--- config.mk ---
export PLATFORM = sky130hd
export DESIGN_NAME = pftc_top
export DESIGN_NICKNAME = d
export VERILOG_FILES = /design/src/rtl/pftc_pkg.sv /design/src/rtl/pftc_rate_gen.sv /design/src/rtl/pftc_alarm.sv /design/src/rtl/pftc_top.sv
export VERILOG_INCLUDE_DIRS = /design/src /design/src/rtl
export SDC_FILE = /design/constraint.sdc
export NUM_CORES = 1
export LEC_CHECK = 0
export BUFFER_PORTS_ARGS = -buffer_cell sky130_fd_sc_hd__buf_4
export CAP_MARGIN = 20
export CORE_AREA = 2 2 144 146
export CTS_CLUSTER_DIAMETER = 50
export DETAILED_ROUTE_END_ITERATION = 7
export DIE_AREA = 0 0 146 148
export GPL_ROUTABILITY_DRIVEN = 0
export GPL_TIMING_DRIVEN = 0
export MAX_ROUTING_LAYER = met4
export PLACE_DENSITY = 0.67
export SETUP_SLACK_MARGIN = 0.02
export SYNTH_ARGS = -nofsm -noshare
export SYNTH_HDL_FRONTEND = slang
export SYNTH_SLANG_ARGS = --single-unit
--- constraint.sdc ---
create_clock -name ref_clk_i -period 5.3 [get_ports ref_clk_i]
set_clock_uncertainty 0.15 [all_clocks]
set_input_delay 0.795 -clock ref_clk_i [delete_from_list [all_inputs] [get_ports ref_clk_i]]
set_output_delay 0.795 -clock ref_clk_i [all_outputs]
set_load 0.005 [all_outputs]
--- src/rtl/pftc_cfg.svh ---
// Offsets, field positions, reset values and timing counts of the span and rate block.
`ifndef PFTC_CFG_SVH
`define PFTC_CFG_SVH

`define PFTC_ADDR_W          8
`define PFTC_OFF_CH0         8'h5f
`define PFTC_OFF_CH1         8'h60
`define PFTC_OFF_CH2         8'h61
`define PFTC_OFF_LOCK        8'h40
`define PFTC_OFF_IRQ_STAT    8'h70
`define PFTC_OFF_IRQ_MASK    8'h71
`define PFTC_OFF_PIN_STAT    8'h72
`define PFTC_CH_RESET        8'hc4
`define PFTC_LOCK_BIT        0
`define PFTC_RATE_LSB        0
`define PFTC_ALARM_BIT       3
`define PFTC_SPAN_LSB        4
`define PFTC_CLK_HZ          50000000
`define PFTC_MON_CYCLE_MS    100
`define PFTC_MON_CYCLES      ((`PFTC_CLK_HZ / 1000) * `PFTC_MON_CYCLE_MS)
`define PFTC_NUM_CH          3
`define PFTC_PRESC_W         24
`define PFTC_PERIOD_W        24
`define PFTC_RATE_P0         24'h455bae
`define PFTC_RATE_P1         24'h33e690
`define PFTC_RATE_P2         24'h2285ab
`define PFTC_RATE_P3         24'h19f348
`define PFTC_RATE_P4         24'h159cee
`define PFTC_RATE_P5         24'h114cda
`define PFTC_RATE_P6         24'h0cf9a4
`define PFTC_RATE_P7         24'h08a66d

`endif

--- src/rtl/pftc_pkg.sv ---
// Types shared by the span and rate block.
package pftc_pkg;
    typedef struct packed {
        logic [3:0] control_span;
        logic       overtemp_output_enable;
        logic [2:0] drive_rate_select;
    } pftc_chan_cfg_t;

    typedef struct packed {
        logic [7:0] addr;
        logic [7:0] wdata;
        logic       wr;
        logic       rd;
    } pftc_bus_req_t;

    typedef enum logic [1:0] {
        PFTC_ALM_IDLE = 2'b00,
        PFTC_ALM_HOLD = 2'b01,
        PFTC_ALM_WAIT = 2'b10
    } pftc_alm_state_t;
endpackage

--- src/rtl/pftc_rate_gen.sv ---
// Drive rate period generator for one channel.
`timescale 1ns/1ps
`default_nettype none
`include "pftc_cfg.svh"
module pftc_rate_gen
    import pftc_pkg::*;
(
    input  wire logic       ref_clk_i,
    input  wire logic       sys_rst_i,
    input  wire logic [2:0] rate_sel_i,
    output logic            rate_tick_o
);
    logic [`PFTC_PERIOD_W-1:0] period;
    logic [`PFTC_PERIOD_W-1:0] cnt_reg;
    logic [`PFTC_PERIOD_W-1:0] cnt_next;
    logic                      tick_reg;

    // rate period table.
    // Periods are clocks at 50 MHz for 11.0 .. 88.2 Hz.
    always_comb begin
        case (rate_sel_i)
            3'h0: period = `PFTC_RATE_P0;
            3'h1: period = `PFTC_RATE_P1;
            3'h2: period = `PFTC_RATE_P2;
            3'h3: period = `PFTC_RATE_P3;
            3'h4: period = `PFTC_RATE_P4;
            3'h5: period = `PFTC_RATE_P5;
            3'h6: period = `PFTC_RATE_P6;
            default: period = `PFTC_RATE_P7;
        endcase
    end

    assign cnt_next = (cnt_reg >= period - 24'h1) ? '0 : cnt_reg + 24'h1;

    always_ff @(posedge ref_clk_i or posedge sys_rst_i) begin
        if (sys_rst_i) begin
            cnt_reg  <= '0;
            tick_reg <= 1'b0;
        end else begin
            cnt_reg  <= cnt_next;
            tick_reg <= (cnt_next == '0);
        end
    end

    assign rate_tick_o = tick_reg;
endmodule // pftc_rate_gen
`default_nettype wire

--- src/rtl/pftc_alarm.sv ---
// Over-temperature alarm hold logic for one channel.
`timescale 1ns/1ps
`default_nettype none
`include "pftc_cfg.svh"
module pftc_alarm
    import pftc_pkg::*;
(
    input  wire logic ref_clk_i,
    input  wire logic sys_rst_i,
    input  wire logic enable_i,
    input  wire logic over_limit_i,
    input  wire logic mon_tick_i,
    output logic      assert_o
);
    pftc_alm_state_t state_reg;
    pftc_alm_state_t state_next;

    always_comb begin
        state_next = state_reg;
        case (state_reg)
            PFTC_ALM_IDLE: begin
                if (enable_i && over_limit_i)
                    state_next = PFTC_ALM_HOLD;
            end
            PFTC_ALM_HOLD: begin
                if (!enable_i)
                    state_next = PFTC_ALM_IDLE;
                else if (mon_tick_i)
                    state_next = PFTC_ALM_WAIT;
            end
            PFTC_ALM_WAIT: begin
                if (!enable_i || !over_limit_i)
                    state_next = PFTC_ALM_IDLE;
            end
            default: state_next = PFTC_ALM_IDLE;
        endcase
    end

    always_ff @(posedge ref_clk_i or posedge sys_rst_i) begin
        if (sys_rst_i)
            state_reg <= PFTC_ALM_IDLE;
        else
            state_reg <= state_next;
    end

    // A cleared enable drops the hold, so a later enable cannot revive it.
    assign assert_o = (state_reg != PFTC_ALM_IDLE);
endmodule // pftc_alarm
`default_nettype wire

--- src/rtl/pftc_top.sv ---
// Span and drive rate registers with over-temperature pin control.
//
// Functional notes
// - Once the lock bit is set, writes to the three channel registers are ignored.
// - Bits 2 to 0 select the drive rate from 11.0 Hz up to 88.2 Hz.
// - With bit 3 set the pin is driven low while the channel exceeds its limit.
// - A driven pin stays low until the temperature is at or below the limit.
// - Each assertion lasts at least until the end of the current monitoring cycle; the code ends it at once when bit 3 is cleared.
// - With bit 3 clear the pin is never driven and serves as an input only.
// - Bits 7 to 4 give the control span from 2 to 80 degrees.
`timescale 1ns/1ps
`default_nettype none
`include "pftc_cfg.svh"
module pftc_top
    import pftc_pkg::*;
(
    input  wire logic       ref_clk_i,
    input  wire logic       sys_rst_i,
    input  wire logic [7:0] addr_i,
    input  wire logic [7:0] wdata_i,
    input  wire logic       wr_i,
    input  wire logic       rd_i,
    output logic [7:0]      rdata_o,
    input  wire logic [2:0] over_limit_i,
    input  wire logic       overtemp_pin_i,
    output logic            overtemp_pin_o,
    output logic            overtemp_pin_oe_o,
    output logic [2:0]      rate_tick_o,
    output logic [11:0]     control_span_o,
    output logic            irq_o
);
    ////////////////////////////////////////////////////////////////////////
    pftc_bus_req_t  req;
    pftc_chan_cfg_t cfg_reg [`PFTC_NUM_CH];
    logic [7:0]     rdata_reg;
    logic           lock_reg;
    logic [2:0]     irq_stat_reg;
    logic [2:0]     irq_mask_reg;
    logic [23:0]    mon_cnt_reg;
    logic           mon_tick;
    logic [2:0]     alm_assert;
    logic [2:0]     alm_prev_reg;
    logic           pin_s1_reg;
    logic           pin_s2_reg;
    logic           pin_prev_reg;
    logic           hot_event;
    logic [2:0]     ch_sel;
    logic [2:0]     drive_en;
    logic           stat_wr;
    logic           mask_wr;
    logic           lock_wr;
    logic [2:0]     irq_set;
    logic [7:0]     rd_mux;

    assign req = '{addr: addr_i, wdata: wdata_i, wr: wr_i, rd: rd_i};

    assign ch_sel[0] = (req.addr == `PFTC_OFF_CH0);
    assign ch_sel[1] = (req.addr == `PFTC_OFF_CH1);
    assign ch_sel[2] = (req.addr == `PFTC_OFF_CH2);
    assign lock_wr   = req.wr && (req.addr == `PFTC_OFF_LOCK);
    assign stat_wr   = req.wr && (req.addr == `PFTC_OFF_IRQ_STAT);
    assign mask_wr   = req.wr && (req.addr == `PFTC_OFF_IRQ_MASK);

    ////////////////////////////////////////////////////////////////////////
    // Lock is sticky until reset, so software cannot reopen the tables.
    always_ff @(posedge ref_clk_i or posedge sys_rst_i) begin
        if (sys_rst_i)
            lock_reg <= 1'b0;
        else if (lock_wr && req.wdata[`PFTC_LOCK_BIT])
            lock_reg <= 1'b1;
    end

    genvar g;
    generate
        for (g = 0; g < `PFTC_NUM_CH; g++) begin : g_ch
            always_ff @(posedge ref_clk_i or posedge sys_rst_i) begin
                if (sys_rst_i)
                    cfg_reg[g] <= pftc_chan_cfg_t'(`PFTC_CH_RESET);
                else if (req.wr && ch_sel[g] && !lock_reg)
                    cfg_reg[g] <= pftc_chan_cfg_t'(req.wdata);
            end

            pftc_rate_gen u_rate (
                .ref_clk_i   (ref_clk_i),
                .sys_rst_i   (sys_rst_i),
                .rate_sel_i  (cfg_reg[g].drive_rate_select),
                .rate_tick_o (rate_tick_o[g])
            );

            pftc_alarm u_alarm (
                .ref_clk_i    (ref_clk_i),
                .sys_rst_i    (sys_rst_i),
                .enable_i     (cfg_reg[g].overtemp_output_enable),
                .over_limit_i (over_limit_i[g]),
                .mon_tick_i   (mon_tick),
                .assert_o     (alm_assert[g])
            );

            assign drive_en[g] = alm_assert[g] &&
                                 cfg_reg[g].overtemp_output_enable;
            assign control_span_o[g*4 +: 4] = cfg_reg[g].control_span;
        end
    endgenerate

    ////////////////////////////////////////////////////////////////////////
    // Monitoring cycle timer shared by all channels.
    assign mon_tick = (mon_cnt_reg == 24'(`PFTC_MON_CYCLES - 1));

    always_ff @(posedge ref_clk_i or posedge sys_rst_i) begin
        if (sys_rst_i)
            mon_cnt_reg <= '0;
        else if (mon_tick)
            mon_cnt_reg <= '0;
        else
            mon_cnt_reg <= mon_cnt_reg + 24'h1;
    end

    assign overtemp_pin_o    = 1'b0;
    assign overtemp_pin_oe_o = |drive_en;

    ////////////////////////////////////////////////////////////////////////
    // External hot indication is sampled twice before use.
    always_ff @(posedge ref_clk_i or posedge sys_rst_i) begin
        if (sys_rst_i) begin
            pin_s1_reg   <= 1'b1;
            pin_s2_reg   <= 1'b1;
            pin_prev_reg <= 1'b1;
            alm_prev_reg <= '0;
        end else begin
            pin_s1_reg   <= overtemp_pin_i;
            pin_s2_reg   <= pin_s1_reg;
            pin_prev_reg <= pin_s2_reg;
            alm_prev_reg <= drive_en;
        end
    end

    // Our own drive also pulls the pin, so only foreign lows count.
    assign hot_event = pin_prev_reg && !pin_s2_reg && !(|drive_en);
    assign irq_set   = {hot_event, |(drive_en & ~alm_prev_reg),
                        |(~drive_en & alm_prev_reg)};

    // Set wins over a write-one clear in the same cycle.
    always_ff @(posedge ref_clk_i or posedge sys_rst_i) begin
        if (sys_rst_i) begin
            irq_stat_reg <= '0;
            irq_mask_reg <= '0;
        end else begin
            irq_stat_reg <= (irq_stat_reg & ~(stat_wr ? req.wdata[2:0]
                                                      : 3'h0)) | irq_set;
            if (mask_wr)
                irq_mask_reg <= req.wdata[2:0];
        end
    end

    assign irq_o = |(irq_stat_reg & irq_mask_reg);

    ////////////////////////////////////////////////////////////////////////
    always_comb begin
        case (req.addr)
            `PFTC_OFF_CH0:      rd_mux = cfg_reg[0];
            `PFTC_OFF_CH1:      rd_mux = cfg_reg[1];
            `PFTC_OFF_CH2:      rd_mux = cfg_reg[2];
            `PFTC_OFF_LOCK:     rd_mux = {7'h00, lock_reg};
            `PFTC_OFF_IRQ_STAT: rd_mux = {5'h00, irq_stat_reg};
            `PFTC_OFF_IRQ_MASK: rd_mux = {5'h00, irq_mask_reg};
            `PFTC_OFF_PIN_STAT: rd_mux = {4'h0, pin_s2_reg, alm_assert};
            default:            rd_mux = 8'h00;
        endcase
    end

    always_ff @(posedge ref_clk_i or posedge sys_rst_i) begin
        if (sys_rst_i)
            rdata_reg <= '0;
        else if (req.rd)
            rdata_reg <= rd_mux;
        else
            rdata_reg <= '0;
    end

    assign rdata_o = rdata_reg;
endmodule // pftc_top
`default_nettype wire

==> results.py <==
metrics = {
    "clocking": {
        "clk_latency_ns": 0.44,
        "cts_resized": 0,
        "cts_root_buf": "clkbuf_16",
        "cts_tree": "built",
        "cts_made_buffers": 17,
        "postCtsSetupRepairBufs": 0,
        "htree_levels": 4,
        "cts_buffer_depth": 2,
        "holdBufCountCts": 0,
        "clk_pin_slew_ns": 0.07,
        "clock-sinks": 150,
    },
    "power_and_ir_drop": {
        "p_leak_uw": 0.00545,
        "powerDensity_nw_per_um2": 258,
        "peakVddDrop_uv": 216,
    },
    "setup_path": {
        "max_stage_delay_ns": 0.53,
        "cp.arrival_ns": 3.72,
        "crit_slowest_cell": "dfstp_2",
        "path_class": "flip-flop to flip-flop",
        "crit_chain": "clkbuf_1, inv_1, nand2_1, nand3_1, o21ai_0, ha_1, a21o_1, a21oi_1, o21ai_0, a221o_1, a41o_1, clkbuf_1, nor2_1",
        "end_kind": "flip-flop",
        "cp_max_fo": 10,
        "crit_path_start_kind": "flip-flop",
        "crit_required_ns": 5.52,
    },
    "synth": {
        "yosysSeqAreaShare_pct": 37.9,
        "synth-seq-cells": 150,
        "ys.flop_type": "dfrtp_1",
        "synth.most_common_cell": "dfrtp_1",
        "ys_types": 83,
        "async_flop_share_pct": 100,
        "yosys.area.top_type": "dfrtp_1",
        "synth_edf_count": 0,
        "synth_top_area_share_pct": 34.8,
        "yosys-top-cells-count": "138 x dfrtp_1, 120 x nor2_1, 77 x nand2_1",
        "syn_inst": 1046,
        "synth_area_um2": 9930,
        "synth_area_leaders": "dfrtp_1 35%, ha_1 9.6%, xnor2_1 4.8%",
        "yosys_warnings": 0,
        "avgSynthCellArea_um2": 9.49,
    },
    "timing": {
        "worst_slack_ns": 1.80,
        "slew_headroom_pct": 28.6,
        "hold_viol": 0,
        "fmax_ghz": 0.285,
        "finalCriticalPeriod_ns": 3.50,
        "slew_violations": 0,
        "rsz0062_at_grt": "false",
        "worst-slew-pin-transition_ns": 1.06,
        "period_share_pct": 66.1,
        "tns_ns": 0,
        "setup_violations": 0,
    },
    "global_routing": {
        "grt_max_degree": 87,
        "antenna_found_initial": 1,
        "track_usage_pct": 22.2,
        "grt_pass1_vias": 7410,
        "grt_pass1_wl_um": 37500,
        "overflow": 0,
    },
    "floorplanning": {
        "die-area_um2": 21600,
        "core.rowCount": 52,
        "start_util_pct": 49.6,
        "coreArea_um2": 20000,
        "ioPinCount": 50,
        "dieHeight_um": 148,
        "die_w_um": 146,
    },
    "placed_design": {
        "preCtsSetupSlack_ns": 1.86,
        "io_buffers": 47,
        "place_area_um2": 10700,
        "dp.cells": 1366,
        "dp.final_hpwl_um": 16300,
    },
    "final_layout": {
        "fill_cells": 1869,
        "area_growth_pct": 13.7,
        "drive_above_1_share_pct": 16.0,
        "final_area_um2": 11300,
        "nets": 1215,
        "final_core_util_pct": 56.4,
        "largest_register_ffs": 72,
        "layout.cells.non_filler": 1399,
    },
    "drt": {
        "dr.pass1.iters": 6,
        "wire_per_inst_um": 15.9,
        "antenna_left": 0,
        "vias": 7760,
        "drc": 0,
        "wl_um": 22200,
        "drt_iter0_drc": 458,
        "viasPerCell": 5.55,
    },
    "min_path": {
        "worstHoldPathType": "flip-flop to flip-flop",
    },
    "run": {
        "drv_cap": 0,
    },
    "outcome": {
        "status": "finished, final reports clean",
    },
}
-- worst paths after layout --
check,start,to,slack [ns],cells past startpoint
min,pin_s1_reg$_DFF_PP1_,pin_s2_reg$_DFF_PP1_,0.21,0
min reg2reg,pin_s1_reg$_DFF_PP1_,pin_s2_reg$_DFF_PP1_,0.21,0
min in group asynchronous,sys_rst_i,g_ch[2].u_rate.cnt_reg[19]$_DFF_PP0_,0.29,2
max,cfg_reg[18]$_DFFE_PP1P_,g_ch[0].u_rate.cnt_reg[15]$_DFF_PP0_,1.80,13
max in group asynchronous,sys_rst_i,cfg_reg[2]$_DFFE_PP1P_,3.85,3
max reg2reg,cfg_reg[18]$_DFFE_PP1P_,g_ch[0].u_rate.cnt_reg[15]$_DFF_PP0_,1.80,13
-- per-layer routing --
| layer | track usage, % | wire length (µm) | vias up |
|---|---|---|---|
| li1 | - | - | 3866 |
| met4 | 6.65 | 385 | 0 |
| met3 | 4.60 | 1070 | 32 |
| met5 | - | 0 | - |
| met1 | 30.6 | 10600 | 3706 |
| met2 | 33.1 | 10200 | 156 |
-- cell families (layout without fill, tap and decap cells) --
group | count (synthesis) | after routing | share of synthesized area, %
AO/OA/AOI/OAI | 158 | 158 | 11.0
XOR/XNOR | 102 | 102 | 9.00
adder cells (fa/ha/maj) | 76 | 76 | 9.58
buffers and inverters | 70 | 150 | 3.67
flip-flops | 150 | 150 | 37.9
multiplexers | 35 | 35 | 3.94
other | 2 | 5 | 0.0756
AND/OR/NAND/NOR | 453 | 453 | 24.8
-- placed cells by master, fill, tap and decap left out, types with 14 or more instances in the layout --
cell type  Yosys  routed
clkbuf_1      24      24
mux2_2        29      29
and3_1        16      16
clkbuf_16      0      17
nor2b_1       14      14
nor3_1        16      16
inv_1         20      19
and2_1        35      35
nand2_1       77      77
ha_1          76      76
nor2_1       120     120
o21ai_0       32      32
nand2b_1      17      17
a21oi_1       26      26
a21o_1        36      36
nand3_1       59      59
buf_4         19      66
nand4_1       27      27
dfrtp_1      138     138
xor2_1        48      48
xnor2_1       54      54
-- worst max-delay path, delay by kind of cell (launching register included) --
family                   cells  cell delay (ns)
AO/OA/AOI/OAI                6             1.19
buffers and inverters        3             0.84
flip-flops                   1             0.53
AND/OR/NAND/NOR              3             0.45
adder cells (fa/ha/maj)      1             0.28
-- final cells by class --
class	instances	area (µm²)	area share [%]
clock buffers	17	425	3.77
multi-input cells	828	5810	51.4
repair buffers	48	380	3.37
clock inverters	15	204	1.81
plain buffers	50	289	2.56
well taps	270	338	2.99
diodes	1	2.50	0.0222
flip-flops and latches	150	3770	33.4
inverters	20	80.1	0.709
-- report_power, final --
group	switching (µW)	internal [µW]
combinational	201	172
sequential	79.6	1200
clock	611	647
-- stage by stage --
| stage | hold WS, ns | power (µW) |
|---|---|---|
| after global routing | 0.214 | 3050 |
| after detailed placement | 0.198 | 1670 |
| final | 0.208 | 2910 |
| after global placement | 0.197 | 1660 |
| after floorplan | 0.195 | 1550 |
| after CTS | 0.209 | 2940 |
(Power assumes the default switching activity.)
